===== src/logic/pa_stage_pkg.sv =====
// pa_stage_pkg: register map, field positions, reset values and enums
// for the power amplifier stage control block.
// assumes 8-bit registers on a 32-bit classic wishbone bus, one word each.
package pa_stage_pkg;

  // register indices as printed; byte address is four times the index
  localparam logic [7:0] IDX_TX_STATUS    = 8'h01;
  localparam logic [7:0] IDX_TX_CFG_ZERO  = 8'h04;
  localparam logic [7:0] IDX_TX_CFG_ONE   = 8'h05;
  localparam logic [7:0] IDX_SLOPE_DIV    = 8'h19;
  localparam logic [7:0] IDX_BLOCK_ENA    = 8'h1a;
  localparam logic [7:0] IDX_STAGE_CNT    = 8'h1b;
  localparam logic [7:0] IDX_ANT_DUTY     = 8'h1f;
  localparam logic [7:0] IDX_TX_CTRL      = 8'h20;

  // field positions
  localparam int FAILSAFE_DISARM_BIT = 4;
  localparam int SLOPING_ENABLE_BIT  = 4;
  localparam int FSK_SEL_ONE_BIT     = 5;
  localparam int FSK_SEL_TWO_BIT     = 6;
  localparam int DUTY_OFF_BIT        = 6;
  localparam int DUTY_SEL_LSB        = 4;
  localparam int CTRL_TX_ACTIVE_BIT  = 0;
  localparam int CTRL_SETUP_SEL_BIT  = 1;
  localparam int CTRL_BAND_315_BIT   = 2;
  localparam int ST_PARITY_BIT       = 0;
  localparam int ST_BROWNOUT_BIT     = 1;
  localparam int ST_LOCK_FAIL_BIT    = 2;
  localparam int ST_PA_KILLED_BIT    = 3;

  // reset values
  localparam logic [7:0] RST_TX_CFG_ZERO = 8'h0c;
  localparam logic [7:0] RST_TX_CFG_ONE  = 8'h25;
  localparam logic [7:0] RST_SLOPE_DIV   = 8'h80;
  localparam logic [7:0] RST_BLOCK_ENA   = 8'h00;
  localparam logic [7:0] RST_STAGE_CNT   = 8'h00;
  localparam logic [7:0] RST_ANT_DUTY    = 8'h00;
  localparam logic [7:0] RST_TX_CTRL     = 8'h00;

  // stage layout
  localparam int          NUM_STAGES     = 11;
  localparam int          BLOCK0_STAGES  = 9;
  localparam logic [3:0]  MAX_STAGE_CNT  = 4'd11;

  // duty cycle codes presented to the amplifier bias
  typedef enum logic [2:0] {
    DUTY_31 = 3'b000,
    DUTY_35 = 3'b001,
    DUTY_39 = 3'b010,
    DUTY_43 = 3'b011,
    DUTY_50 = 3'b100,
    DUTY_33 = 3'b101
  } duty_e;

  typedef enum logic [1:0] {
    RAMP_IDLE = 2'b00,
    RAMP_UP   = 2'b01,
    RAMP_DOWN = 2'b10
  } ramp_e;

  // amplifier drive bundle
  typedef struct packed {
    logic [10:0] stage_on;
    logic [2:0]  block_en;
    duty_e       duty;
    logic [3:0]  tune_caps;
  } pa_drive_s;

  // fail-safe error event bundle
  typedef struct packed {
    logic parity;
    logic brownout;
    logic lock_fail;
  } fault_s;

endpackage : pa_stage_pkg


===== src/logic/pa_stage_control.sv =====
// pa_stage_control: power amplifier stage enables, ask sloping, duty cycle,
// antenna tuning switches and fail-safe switch-off, with wishbone registers.
// assumes tx_data_i and fault inputs come from other clock domains or pins;
// clk_i is the reference oscillator clock.
//
// Design decision made here: the Wishbone interface to the registers.
`timescale 1ns/1ps
module pa_stage_control
  import pa_stage_pkg::*;
(
  // clock and reset
  input  wire logic        clk_i,
  input  wire logic        rst_i,
  // wishbone slave
  input  wire logic        cyc_i,
  input  wire logic        stb_i,
  input  wire logic        we_i,
  input  wire logic [9:0]  adr_i,
  input  wire logic [3:0]  sel_i,
  input  wire logic [31:0] dat_i,
  output logic      [31:0] dat_o,
  output logic             ack_o,
  // transmit data and fault events, asynchronous
  input  wire logic        tx_data_i,
  input  wire fault_s      fault_i,
  // amplifier drive
  output pa_drive_s        pa_o
);

  // synchronisers
  logic       data_s1_q, data_s2_q;
  fault_s     flt_s1_q, flt_s2_q;

  always_ff @(posedge clk_i) begin
    if (rst_i) begin
      data_s1_q <= 1'b0;
      data_s2_q <= 1'b0;
      flt_s1_q  <= '0;
      flt_s2_q  <= '0;
    end else begin
      data_s1_q <= tx_data_i;
      data_s2_q <= data_s1_q;
      flt_s1_q  <= fault_i;
      flt_s2_q  <= flt_s1_q;
    end
  end

  // registers
  logic [7:0] cfg0_q, cfg1_q, slope_q, blk_q, cnt_q, ant_q, ctrl_q;
  logic [2:0] err_q;
  logic       killed_q;
  logic       ack_q;
  logic [31:0] rdat_q;

  logic [7:0] idx;
  logic       wr_stb;
  logic       rd_stb;
  logic       hit;

  assign idx    = adr_i[9:2];
  // write lands on the edge where the master sees ack, while it still holds data
  assign wr_stb = cyc_i && stb_i && we_i && ack_q && sel_i[0];
  assign rd_stb = cyc_i && stb_i && !we_i && !ack_q;

  always_comb begin
    case (idx)
      IDX_TX_STATUS, IDX_TX_CFG_ZERO, IDX_TX_CFG_ONE, IDX_SLOPE_DIV,
      IDX_BLOCK_ENA, IDX_STAGE_CNT, IDX_ANT_DUTY, IDX_TX_CTRL: hit = 1'b1;
      default: hit = 1'b0;
    endcase
  end

  // one wait state; unmapped reads return zero, writes dropped
  always_ff @(posedge clk_i) begin
    if (rst_i) begin
      ack_q <= 1'b0;
    end else begin
      ack_q <= cyc_i && stb_i && !ack_q;
    end
  end

  always_ff @(posedge clk_i) begin
    if (rst_i) begin
      cfg0_q  <= RST_TX_CFG_ZERO;
      cfg1_q  <= RST_TX_CFG_ONE;
      slope_q <= RST_SLOPE_DIV;
      blk_q   <= RST_BLOCK_ENA;
      cnt_q   <= RST_STAGE_CNT;
      ant_q   <= RST_ANT_DUTY;
      ctrl_q  <= RST_TX_CTRL;
    end else if (wr_stb && hit) begin
      case (idx)
        IDX_TX_CFG_ZERO: cfg0_q  <= dat_i[7:0];
        IDX_TX_CFG_ONE:  cfg1_q  <= dat_i[7:0];
        IDX_SLOPE_DIV:   slope_q <= dat_i[7:0];
        IDX_BLOCK_ENA:   blk_q   <= dat_i[7:0];
        IDX_STAGE_CNT:   cnt_q   <= dat_i[7:0];
        IDX_ANT_DUTY:    ant_q   <= dat_i[7:0];
        IDX_TX_CTRL:     ctrl_q  <= dat_i[7:0];
        default:         ;
      endcase
    end
  end

  always_ff @(posedge clk_i) begin
    if (rst_i) begin
      rdat_q <= '0;
    end else if (rd_stb) begin
      case (idx)
        IDX_TX_STATUS:   rdat_q <= {24'h00_0000, 4'h0, killed_q, err_q};
        IDX_TX_CFG_ZERO: rdat_q <= {24'h00_0000, cfg0_q};
        IDX_TX_CFG_ONE:  rdat_q <= {24'h00_0000, cfg1_q};
        IDX_SLOPE_DIV:   rdat_q <= {24'h00_0000, slope_q};
        IDX_BLOCK_ENA:   rdat_q <= {24'h00_0000, blk_q};
        IDX_STAGE_CNT:   rdat_q <= {24'h00_0000, cnt_q};
        IDX_ANT_DUTY:    rdat_q <= {24'h00_0000, ant_q};
        IDX_TX_CTRL:     rdat_q <= {24'h00_0000, ctrl_q};
        default:         rdat_q <= '0;
      endcase
    end
  end

  assign ack_o = ack_q;
  assign dat_o = rdat_q;

  // status read clears error flags; a new event in that cycle wins
  logic tx_active, status_rd, armed;
  assign tx_active = ctrl_q[CTRL_TX_ACTIVE_BIT];
  assign status_rd = rd_stb && (idx == IDX_TX_STATUS);
  assign armed     = !cfg0_q[FAILSAFE_DISARM_BIT];

  always_ff @(posedge clk_i) begin
    if (rst_i) begin
      err_q <= '0;
    end else begin
      err_q <= (status_rd ? 3'b000 : err_q)
             | {flt_s2_q.lock_fail, flt_s2_q.brownout, flt_s2_q.parity};
    end
  end

  always_ff @(posedge clk_i) begin
    if (rst_i) begin
      killed_q <= 1'b0;
    end else if (armed && tx_active && (flt_s2_q != '0)) begin
      killed_q <= 1'b1;
    end else if (!tx_active) begin
      killed_q <= 1'b0;
    end
  end

  // setup selection from the transmit command bit
  logic       use_two;
  logic [2:0] blk_sel;
  logic [3:0] cnt_sel;
  logic       is_fsk;
  assign use_two = ctrl_q[CTRL_SETUP_SEL_BIT];
  assign blk_sel = use_two ? blk_q[7:5] : blk_q[4:2];
  assign cnt_sel = use_two ? cnt_q[7:4] : cnt_q[3:0];
  assign is_fsk  = use_two ? cfg1_q[FSK_SEL_TWO_BIT] : cfg1_q[FSK_SEL_ONE_BIT];

  // available stages from block enables, then limited by count
  logic [3:0] avail;
  logic [3:0] target;
  always_comb begin
    avail = 4'd0;
    if (blk_sel[0]) avail = 4'(BLOCK0_STAGES);
    if (blk_sel[1]) avail = avail + 4'd1;
    if (blk_sel[2]) avail = avail + 4'd1;
    target = (cnt_sel < avail) ? cnt_sel : avail;
    if (target > MAX_STAGE_CNT) target = MAX_STAGE_CNT;
  end

  logic want_on;
  assign want_on = tx_active && !killed_q && (is_fsk || data_s2_q);

  // ramp: level counts stages lit, lower stages first
  ramp_e      state_q;
  logic [3:0] level_q;
  logic [7:0] div_q;
  logic       sloping;
  logic [3:0] goal;
  assign sloping = cfg1_q[SLOPING_ENABLE_BIT] && !is_fsk;
  assign goal    = want_on ? target : 4'd0;

  always_ff @(posedge clk_i) begin
    if (rst_i) begin
      state_q <= RAMP_IDLE;
      level_q <= 4'd0;
      div_q   <= 8'h00;
    end else if (killed_q || !sloping) begin
      // fault kill is immediate, never ramped
      state_q <= RAMP_IDLE;
      level_q <= killed_q ? 4'd0 : goal;
      div_q   <= 8'h00;
    end else begin
      case (state_q)
        RAMP_IDLE: begin
          div_q <= slope_q;
          if (goal > level_q)      state_q <= RAMP_UP;
          else if (goal < level_q) state_q <= RAMP_DOWN;
        end
        RAMP_UP, RAMP_DOWN: begin
          // divider n gives n cycles per step; 0 and 1 both step every cycle
          if (div_q > 8'h01) begin
            div_q <= div_q - 8'h01;
          end else begin
            div_q <= slope_q;
            if (goal > level_q)      level_q <= level_q + 4'd1;
            else if (goal < level_q) level_q <= level_q - 4'd1;
            if (goal == level_q) state_q <= RAMP_IDLE;
          end
        end
        default: state_q <= RAMP_IDLE;
      endcase
    end
  end

  // stage i lit when its block enabled and its rank among enabled stages below level
  logic [10:0] stage_mask;
  genvar g;
  generate
    for (g = 0; g < NUM_STAGES; g++) begin : g_stage
      always_comb begin
        if (g < BLOCK0_STAGES)
          stage_mask[g] = blk_sel[0] && (4'(g) < level_q);
        else if (g == BLOCK0_STAGES)
          stage_mask[g] = blk_sel[1] && (4'(g) < level_q
                          || (!blk_sel[0] && level_q != 4'd0));
        else
          stage_mask[g] = blk_sel[2] && (level_q >= avail)
                          && (level_q != 4'd0);
      end
    end
  endgenerate

  // duty select
  duty_e duty_d;
  always_comb begin
    if (ctrl_q[CTRL_BAND_315_BIT])   duty_d = DUTY_33;
    else if (ant_q[DUTY_OFF_BIT])    duty_d = DUTY_50;
    else begin
      case (ant_q[DUTY_SEL_LSB +: 2])
        2'b00:   duty_d = DUTY_31;
        2'b01:   duty_d = DUTY_35;
        2'b10:   duty_d = DUTY_39;
        default: duty_d = DUTY_43;
      endcase
    end
  end

  always_ff @(posedge clk_i) begin
    if (rst_i) begin
      pa_o <= '{stage_on: '0, block_en: '0, duty: DUTY_50, tune_caps: '0};
    end else begin
      pa_o.stage_on  <= killed_q ? 11'h000 : stage_mask;
      pa_o.block_en  <= (killed_q || level_q == 4'd0) ? 3'b000 : blk_sel;
      pa_o.duty      <= duty_d;
      pa_o.tune_caps <= ant_q[3:0];
    end
  end

endmodule : pa_stage_control


===== config.mk =====
export PLATFORM = sky130hd
export DESIGN_NAME = pa_stage_control
export DESIGN_NICKNAME = d
export VERILOG_FILES = /design/src/logic/pa_stage_pkg.sv /design/src/logic/pa_stage_control.sv
export SDC_FILE = /design/constraint.sdc
export NUM_CORES = 1
export LEC_CHECK = 0
export ABC_CLOCK_PERIOD_IN_PS = 8400
export BUFFER_PORTS_ARGS = -buffer_cell sky130_fd_sc_hd__buf_2
export CAP_MARGIN = 20
export CORE_MARGIN = 2
export CORE_UTILIZATION = 35
export CTS_CLUSTER_DIAMETER = 30
export DETAILED_ROUTE_END_ITERATION = 8
export GPL_TIMING_DRIVEN = 1
export SLEW_MARGIN = 20
export SYNTH_ARGS = -nofsm -noshare
export SYNTH_HDL_FRONTEND = slang
export SYNTH_SLANG_ARGS = --single-unit

===== constraint.sdc =====
create_clock -name clk_i -period 8.4 [get_ports clk_i]
set_input_delay 0 -clock clk_i [delete_from_list [all_inputs] [get_ports clk_i]]
set_output_delay 0 -clock clk_i [all_outputs]
set_load 0.05 [all_outputs]

# Word-level counts from Yosys, hierarchy flattened
# Index checks and enable logic that the tools add are counted.
# op_classes
add_sub_neg	5
n_lt_le_gt_ge	16
n_eq_ne	18
muxes	30
bitwise	1
n_reduce_logical	61
# ops
cell	count
$pmux W8 S8	1
$mux W4	13
$eq A8 B5 Y1 const B	4
$logic_and A1 B1 Y1	27
$eq A8 B3 Y1 const B	2
$lt A3 B4 Y1 const A	4
$pmux W8 S2	1
$reduce_and A2 Y1	7
$add A4 B1 Y4 const B	3
$eq A8 B1 Y1 const B	1
$eq A8 B6 Y1 const B	1
$gt A8 B1 Y1 const B	1
$lt A1 B4 Y1 const A	2
$lt A2 B4 Y1 const A	2
$lt A4 B4 Y1	2
$lt A4 B4 Y1 const A	2
$mux W2	4
$mux W8	1
$reduce_or A2 Y1	4
$reduce_or A8 Y1	1
$sub A8 B1 Y8 const B	1
$logic_not A1 Y1	7
$mux W1	6
$mux W3	2
other kinds (21)	32
# totals
reg_bits	136
inputBits	55
word_cells	158

# Logic depth before layout (Yosys ltp)
# Gate-level depths: netlist (run 1).
# logic_depth
ltp_word	17
ltp_mapped	20
mapped_depth_nobuf	19

# Worst setup path after synthesis (run 1)
# OpenSTA, ideal clock, no wires.
# synth_timing
path_type	reg2reg
from	reg ctrl_q[1]
to	reg level_q[2]
setup_ns	0.114
t_arrival_ns	3.895
t_required_ns	8.286
slack_ns	4.391
path_stages_with_launch	19
path_cell_list	dfxtp_1 > buf_2 > mux2_2 > inv_1 > ha_1 > nand3_1 > ha_1 > a21oi_1 > nand2_1 > o311ai_0 > nand3_1 > a21oi_1 > inv_1 > ha_1 > and4_1 > a21oi_1 > mux2i_1 > mux2_2 > a21o_1
# synth_via
elab_chain_cells	16
word_cells_on_any_way	30
cone_classes	2 x add/sub; 4 x order compare; 1 x eq/ne; 14 x mux; 9 x reduce/logical
# synth_lines
element	line	rtl
start: declaration	pa_stage_control.sv:49	logic [7:0] cfg0_q, cfg1_q, slope_q, blk_q, cnt_q, ant_q, ctrl_q;
start signal: assignment	pa_stage_control.sv:99	IDX_TX_CTRL: ctrl_q <= dat_i[7:0];
$mux W3 (*)	pa_stage_control.sv:157	assign blk_sel = use_two ? blk_q[7:5] : blk_q[4:2];
$mux W4	pa_stage_control.sv:166	if (blk_sel[0]) avail = 4'(BLOCK0_STAGES);
$add A4 B1 Y4	pa_stage_control.sv:167	if (blk_sel[1]) avail = avail + 4'd1;
$mux W4	pa_stage_control.sv:167	
$add A4 B1 Y4	pa_stage_control.sv:168	if (blk_sel[2]) avail = avail + 4'd1;
$mux W4 (*)	pa_stage_control.sv:168	
net avail[3]	pa_stage_control.sv:162	logic [3:0] avail;
$lt A4 B4 Y1	pa_stage_control.sv:169	target = (cnt_sel < avail) ? cnt_sel : avail;
$mux W4 (*)	pa_stage_control.sv:169	
$gt A4 B4 Y1	pa_stage_control.sv:170	if (target > MAX_STAGE_CNT) target = MAX_STAGE_CNT;
$mux W4 (*)	pa_stage_control.sv:170	
$mux W4 (*)	pa_stage_control.sv:183	assign goal = want_on ? target : 4'd0;
$gt A4 B4 Y1	pa_stage_control.sv:208	if (goal > level_q) level_q <= level_q + 4'd1;
$mux W4	pa_stage_control.sv:208	
$mux W4	pa_stage_control.sv:204	if (div_q > 8'h01) begin
$mux W4	pa_stage_control.sv:196	case (state_q)
$mux W4	pa_stage_control.sv:190	end else if (killed_q || !sloping) begin
end signal: assignment	pa_stage_control.sv:193	level_q <= killed_q ? 4'd0 : goal;
end signal: assignment	pa_stage_control.sv:208	
end signal: assignment	pa_stage_control.sv:209	else if (goal < level_q) level_q <= level_q - 4'd1;
end: declaration	pa_stage_control.sv:178	logic [3:0] level_q;
# The timed path passes the listed nets; every way through them passes the cells marked *. The select of a mux whose other input is x is not followed.
# A chain may end at the register's enable or synchronous reset.

# Final worst setup path (run 1)
# layout_timing
from	reg ctrl_q[1]
to	reg level_q[3]
# Same word-level chain as after synthesis.

==> results of run 1 <==
[flip-flops by register name (all words and copies together) (netlist names)]
| signal | count |
|---|---|
| ack_o | 1 |
| ant_q | 8 |
| blk_q | 8 |
| cfg0_q | 8 |
| cfg1_q | 8 |
| cnt_q | 8 |
| ctrl_q | 8 |
| dat_o | 8 |
| data_s1_q | 1 |
| data_s2_q | 1 |
| div_q | 8 |
| err_q | 3 |
| flt_s1_q | 3 |
| flt_s2_q | 3 |
| killed_q | 1 |
| level_q | 4 |
| pa_o | 21 |
| slope_q | 8 |
| state_q | 2 |
[layer usage]
layer,routed length [µm],global-route usage (%),vias to the layer above
met5,0,0,-
met4,414,6.34,0
met3,769,4.78,29
met2,6710,28.2,131
met1,6620,21.3,2177
li1,-,-,2292
[placed cells by master (no fill, tap or decap), types with 7 or more instances in the layout]
| cell | synthesis | layout |
|---|---|---|
| a211o_1 | 8 | 8 |
| a21o_1 | 7 | 7 |
| a21oi_1 | 39 | 39 |
| a22oi_1 | 12 | 12 |
| buf_2 | 5 | 55 |
| clkbuf_16 | 0 | 9 |
| conb_1 | 1 | 24 |
| dfxtp_1 | 112 | 112 |
| ha_1 | 23 | 23 |
| inv_1 | 21 | 21 |
| mux2_2 | 8 | 8 |
| mux2i_1 | 62 | 62 |
| nand2_1 | 22 | 22 |
| nand3_1 | 15 | 15 |
| nor2_1 | 98 | 98 |
| nor2b_1 | 23 | 23 |
| nor3_1 | 20 | 20 |
| o21ai_0 | 18 | 18 |
[through the flow]
stage,total power (µW),worst slack (ns),hold slack (ns),area (µm²)
4_1_cts,1080,3.57,0.000892,6400
3_3_place_gp,621,3.71,0.208,6010
3_5_place_dp,622,3.61,0.212,6010
2_1_floorplan,610,4.39,0.118,5740
6_report,1070,3.59,0.0192,6400
5_1_grt,1110,3.19,0.00624,6400
[worst register-to-register path, cell delays in order, from the launching register on]
cell      delay, ns
dfxtp_1        0.74
mux2_2         0.39
inv_1          0.11
ha_1           0.34
nand3_1        0.15
ha_1           0.24
a21oi_1        0.15
nand2_1        0.13
o31ai_1        0.30
mux2i_1        0.27
nor2_1         0.09
ha_1           0.31
nor2b_1        0.16
a2111o_1       0.43
a21oi_1        0.37
nor3_1         0.09
a211o_1        0.29
a311oi_1       0.19
[worst max path at each step]
stage | startpoint | endpoint | slack (ns) | cells after the start
after floorplan | ctrl_q[1]$_SDFFE_PP0P_ | level_q[2]$_SDFFE_PP0P_ | 4.39 | 18
after global placement | ctrl_q[1]$_SDFFE_PP0P_ | level_q[2]$_SDFFE_PP0P_ | 3.71 | 16
after detailed placement | ctrl_q[1]$_SDFFE_PP0P_ | level_q[2]$_SDFFE_PP0P_ | 3.61 | 18
after CTS | ctrl_q[1]$_SDFFE_PP0P_ | level_q[2]$_SDFFE_PP0P_ | 3.57 | 18
after global routing | ctrl_q[1]$_SDFFE_PP0P_ | level_q[2]$_SDFFE_PP0P_ | 3.19 | 18
final | ctrl_q[1]$_SDFFE_PP0P_ | level_q[3]$_SDFFE_PP0P_ | 3.59 | 17
[kinds of logic after synthesis]
| logic type | after synthesis | share of synthesized area, % |
|---|---|---|
| buffers and inverters | 73 | 6.88 |
| adders and majority gates | 24 | 5.27 |
| xor gates and xnor gates | 4 | 0.620 |
| DFF | 112 | 39.7 |
| AOI/OAI and AO/OA | 129 | 15.4 |
| and+or+nand+nor | 218 | 19.5 |
| muxes | 70 | 12.6 |
| other | 1 | 0.0663 |
[power breakdown]
group | leakage (µW) | switching, µW | internal [µW]
clock | 0.000159 | 217 | 241
sequential | 0.000905 | 2.25 | 534
combinational | 0.00143 | 61.1 | 14.7
total | 0.00249 | 280 | 791
[repair_timing]
| item | CTS | global route |
|---|---|---|
| hold endpoints to repair | 5 | 0 |
| hold buffers | 6 | 0 |
| setup endpoints to repair | 0 | 0 |
[cell type report]
type | count | area share, %
Multi-Input combinational cell | 469 | 48.7
Sequential cell | 112 | 35.1
Timing Repair Buffer | 65 | 5.71
Tap cell | 216 | 4.23
Clock buffer | 9 | 3.52
Clock inverter | 7 | 1.55
Inverter | 21 | 1.23
==> run summary, run 1 <==
cell taking the most area after synthesis: dfxtp_1
Diodes inserted: 0
filler-free cell count of the finished design: 899
cell leakage power: 0.00249 µW
Yosys Warn Count: 0
final core occ: 40.4%
Synth area leaders: dfxtp_1 40%, mux2i_1 11%, nor2_1 6.5%
fin nets: 756
Clock Skew: 0.00876 ns
Critical Setup Path Class: reg -> reg
Reg2Reg Depth: 17
CTS tree: done
RSZ-0062 raised after global routing: false
multi-input logic area: 3120 µm²
global route overflow: 0
Hold Fails Final Rpt: 0
Synth cell types: 62
Slew Viols, Final: 0
largest net degree at the start of global routing: 88
FFs w/ async S/R, synth: 0%
fmax: 208 MHz
CP most frequent cell: ha_1
initial antenna violation count: 0
worst path bufs/invs: 1
wire per inst: 16.1 µm
HP Start: dat_i[7]
Clock Path Buffers: 2
Clock Pin Slew Worst Setup and Hold Paths: 0.08 ns
worst min-delay path category: in -> reg
Chip Width: 131 µm
Worst Hold Depth: 2
Worst EP required: 8.67 ns
share of the yosys chip area belonging to registers: 39.7%
Rows: 46
Clk Latency, worst-skew pair: 0.36 ns
peak supply drop: 0.152 mV
Initial DRC Count: 325
total routed wirelength: 14.5 mm
Post-Syn Instances: 631
outcome: completed
Total GRT Usage: 17.1%
fillers: 1599
Yosys top cell area share: 39.7%
Initial Util: 35.7%
synthesized area: 5650 µm²
Seq. cell area: 2240 µm²
crit path DAT: 5.08 ns
CP cell instances: mux2_2 -> inv_1 -> ha_1 -> nand3_1 -> ha_1 -> a21oi_1 -> nand2_1 -> o31ai_1 -> mux2i_1 -> nor2_1 -> ha_1 -> nor2b_1 -> a2111o_1 -> a21oi_1 -> nor3_1 -> a211o_1 -> a311oi_1
crit share post-route: 57.3%
startpoint types: flip-flop
postcts setup bufs: 0
placer congestion estimate: 0.899
first-pass GRT wire length: 23.4 mm
post-DP HPWL: 10.6 mm
Seq cells post-synth: 112
layout cells sized above 1: 14.3%
min Tclk post-route: 4.81 ns
Slew headroom: 34.4%
Buffers on Ports: 55
H-tree lvl count: 3
cts repair resizes: 0
reg-to-reg startpoint: ctrl_q[1]$_SDFFE_PP0P_
slowest CP cell: dfxtp_1
TNS Setup: 0 ns
count leader, synth: dfxtp_1
via count: 4629
first drt pass iteration count: 5
ANT nets after route: 0
Post-synth EDFFs: 0
die height: 131 µm
die area: 17200 µm²
Worst setup EP type: flip-flop
Crit Path Max Fanout: 11
setup violators final: 0
Commonest cells post-synth: 112 x dfxtp_1, 98 x nor2_1, 62 x mux2i_1, 39 x a21oi_1, 25 x buf_4
power per cell area: 167 nW/µm²
CP delay by family, top: compound AO/OA/AOI/OAI gates
Num CTS Buffers: 9
CP peak stage delay: 0.74 ns
Syn Area/Cell: 8.96 µm²
area grow syn2layout: 13.1%
transition time of the tightest slew-check pin: 0.982 ns
max cap viols: 0
clock root buffer: clkbuf_16
Cells after DPL: 877
worst r2r dst: level_q[3]$_SDFFE_PP0P_
Core Region: 15800 µm²
most frequently used flop master after synthesis: dfxtp_1
minimum setup slack among reg-to-reg paths: 3.59 ns
Clock Sinks: 112
via/cell ratio: 5.15
vias in the first global route: 4471
# IOs: 109
Worst Hold Path EP: slope_q[7]$_SDFFE_PP1P_
DRC viols: 0
(Power assumes the default switching activity.)
==> run 2: changes to the inputs <==
--- a/config.mk
+++ b/config.mk
@@ -5,7 +5,7 @@
 export SDC_FILE = /design/constraint.sdc
 export NUM_CORES = 1
 export LEC_CHECK = 0
-export ABC_CLOCK_PERIOD_IN_PS = 8400
+export ABC_CLOCK_PERIOD_IN_PS = 4900
 export BUFFER_PORTS_ARGS = -buffer_cell sky130_fd_sc_hd__buf_2
 export CAP_MARGIN = 20
 export CORE_MARGIN = 2
==> constraint.sdc (replaced) <==
create_clock -name clk_i -period 4.9 [get_ports clk_i]
set_input_delay 0 -clock clk_i [delete_from_list [all_inputs] [get_ports clk_i]]
set_output_delay 0 -clock clk_i [all_outputs]
set_load 0.05 [all_outputs]
==> run 2 against run 1 <==
Effect of this change: die area is the same; design area grew 0.14%; clock skew is essentially flat; register-to-register slack lost 3.1 ns; global-route usage is essentially flat; worst setup slack lost 3.1 ns; via count grew 1.6%; first-iteration DRC count grew 20%; largest cell class unchanged.
==> run summary, run 2 (synthesis gave the netlist of run 1 again) <==
met2 usage: 28.5% (+0.26 points)
die height: 131 µm (unchanged)
slowest CP cell: dfxtp_2
transition time of the tightest slew-check pin: 0.995 ns (+0.0127 ns)
Worst setup EP type: flip-flop
Total GRT Usage: 17.1% (about the same)
Initial DRC Count: 391 (+20%)
first-pass GRT wire length: 23.7 mm (+1.1%)
wire per inst: 16.3 µm (+1.0%)
Core Region: 15800 µm² (unchanged)
crit path DAT: 4.65 ns (-0.43 ns)
Clock Sinks: 112 (unchanged)
Clock Skew: 0.00879 ns (+0.0000336 ns)
total routed wirelength: 14.7 mm (+1.2%)
CTS tree: done
clock group share of total power: 41.5% (-1.3 points)
crit share post-route: 89.8% (+32 points)
Slew headroom: 33.6% (-0.85 points)
postcts setup bufs: 0 (unchanged)
ANT nets after route: 0 (unchanged)
global route overflow: 0 (unchanged)
setup violators final: 0 (unchanged)
post-DP HPWL: 10.6 mm (+0.27%)
Clock Pin Slew Worst Setup and Hold Paths: 0.08 ns (about the same)
worst min-delay path category: in -> reg
cell leakage power: 0.00249 µW (-0.11%)
Diodes inserted: 0 (unchanged)
via/cell ratio: 5.22 (+1.3%)
Rows: 46 (unchanged)
Switch Pwr: 457 µW (+63%)
CP peak stage delay: 0.45 ns (-0.29 ns)
CP delay by family, top: multiplexers
placer congestion estimate: 0.898 (-0.12%)
DP Area: 6020 µm² (+0.12%)
Crit Path Max Fanout: 8 (-3)
RSZ-0062 raised after global routing: false
via count: 4701 (+1.6%)
switch share: 25.4% (-0.79 points)
first drt pass iteration count: 7 (+2)
Buffers on Ports: 55 (unchanged)
most common library cell in the layout ignoring fill and taps: dfxtp_1
H-tree lvl count: 3 (unchanged)
M1 GR Usage: 21.1% (-0.20 points)
largest net degree at the start of global routing: 81 (-8.0%)
Worst EP required: 5.15 ns (-3.52 ns)
layout cells sized above 1: 14.7% (+0.40 points)
CP most frequent cell: ha_1
internal power: 1340 µW (+70%)
vias in the first global route: 4677 (+4.6%)
hold slack final: 0.0242 ns (+0.00492 ns)
Seq. cell area: 2240 µm² (about the same)
clock root buffer: clkbuf_16
multi-input logic area: 3130 µm² (+0.36%)
global-route met3 utilization: 4.94% (+0.15 points)
Num CTS Buffers: 9 (unchanged)
most frequent cells in the layout: 111 x dfxtp_1, 98 x nor2_1, 61 x mux2i_1, 55 x buf_2, 37 x a21oi_1
busiest layer in global routing: met2
fin nets: 759 (+0.40%)
initial antenna violation count: 0 (unchanged)
worst path bufs/invs: 1 (unchanged)
Combinational Power Share: 7.3% (+0.2 points)
largest reg by FF count: pa_o
power per cell area: 281 nW/µm² (+68%)
area grow syn2layout: 13.3%
# IOs: 109 (unchanged)
fillers: 1576 (-1.4%)
min Tclk post-route: 4.40 ns (-0.414 ns)
Flop pwr share: 51.2% (+1.1 points)
Slew Viols, Final: 0 (unchanged)
Clk Latency, worst-skew pair: 0.36 ns (about the same)
Critical Setup Path Class: reg -> reg
Clock Path Buffers: 2 (unchanged)
max cap viols: 0 (unchanged)
Chip Width: 131 µm (unchanged)
final instance area: 6400 µm² (+0.14%)
CP cell instances: mux2_2 -> inv_1 -> ha_1 -> nand3_1 -> ha_1 -> o21ai_0 -> a21oi_1 -> o31ai_1 -> mux2i_1 -> nor2_1 -> ha_1 -> nor2b_1 -> o211ai_1 -> a21oi_2 -> mux2i_1 -> mux2_2 -> a21o_1
Hold Fails Final Rpt: 0 (unchanged)
startpoint types: flip-flop
fmax: 227 MHz (+9.4%)
flip-flop count of the largest register after layout: 21 (unchanged)
DRC viols: 0 (unchanged)
outcome: completed
TNS Setup: 0 ns (unchanged)
die area: 17200 µm² (unchanged)
peak supply drop: 0.274 mV (+80%)
Initial Util: 35.7% (unchanged)
==> run 2: per-layer routing <==
layer  wire length, µm  share of wire [%]
met2              6770                 46
met1              6770                 46
met5                 0                  0
met4               389                2.6
met3               765                5.2
==> run 2: final timing paths <==
path,from,end,slack [ns],depth (start not counted)
hold reg to reg,flt_s1_q[0]$_SDFF_PP0_,flt_s2_q[0]$_SDFF_PP0_,0.44,1
hold / removal,dat_i[0],cfg1_q[0]$_SDFFE_PP1P_,0.02,2
setup / recovery,ctrl_q[1]$_SDFFE_PP0P_,level_q[2]$_SDFFE_PP0P_,0.50,17
setup reg to reg,ctrl_q[1]$_SDFFE_PP0P_,level_q[2]$_SDFFE_PP0P_,0.50,17
==> run 2: final cells by class <==
cell class | count | share of cell area (%)
Clock inverter | 5 | 0.996
Timing Repair Buffer | 68 | 6.13
Inverter | 21 | 1.23
Tap cell | 216 | 4.22
Multi-Input combinational cell | 469 | 48.8
Sequential cell | 112 | 35.0
Clock buffer | 10 | 3.57
==> run 2: power by group through the flow <==
stage | logic, µW | clock network (µW) | registers, µW
global placement | 123 | 0 | 941
CTS | 130 | 761 | 920
detailed placement | 125 | 0 | 942
global route | 139 | 799 | 921
floorplan | 96.0 | 0 | 950
finish | 132 | 746 | 920
==> run 2: what timing repair did <==
item                                   4_1_cts  5_1_grt
hold buffers                                 8        0
setup endpoints to repair                    0        4
endpoints found under the hold margin        6        0
gates resized for setup                      0        5
==> run 2: metrics by stage <==
| step | util (%) | setup WS (ns) | total power (µW) | instances |
|---|---|---|---|---|
| 6_report | 40.5 | 0.500 | 1800 | 901 |
| 3_3_place_gp | 38.0 | 0.439 | 1060 | 878 |
| 2_1_floorplan | - | 0.891 | 1050 | 654 |
| 5_1_grt | 40.5 | 0.108 | 1860 | 901 |
| 4_1_cts | 40.4 | 0.255 | 1810 | 901 |
| 3_5_place_dp | 38.0 | 0.289 | 1070 | 878 |
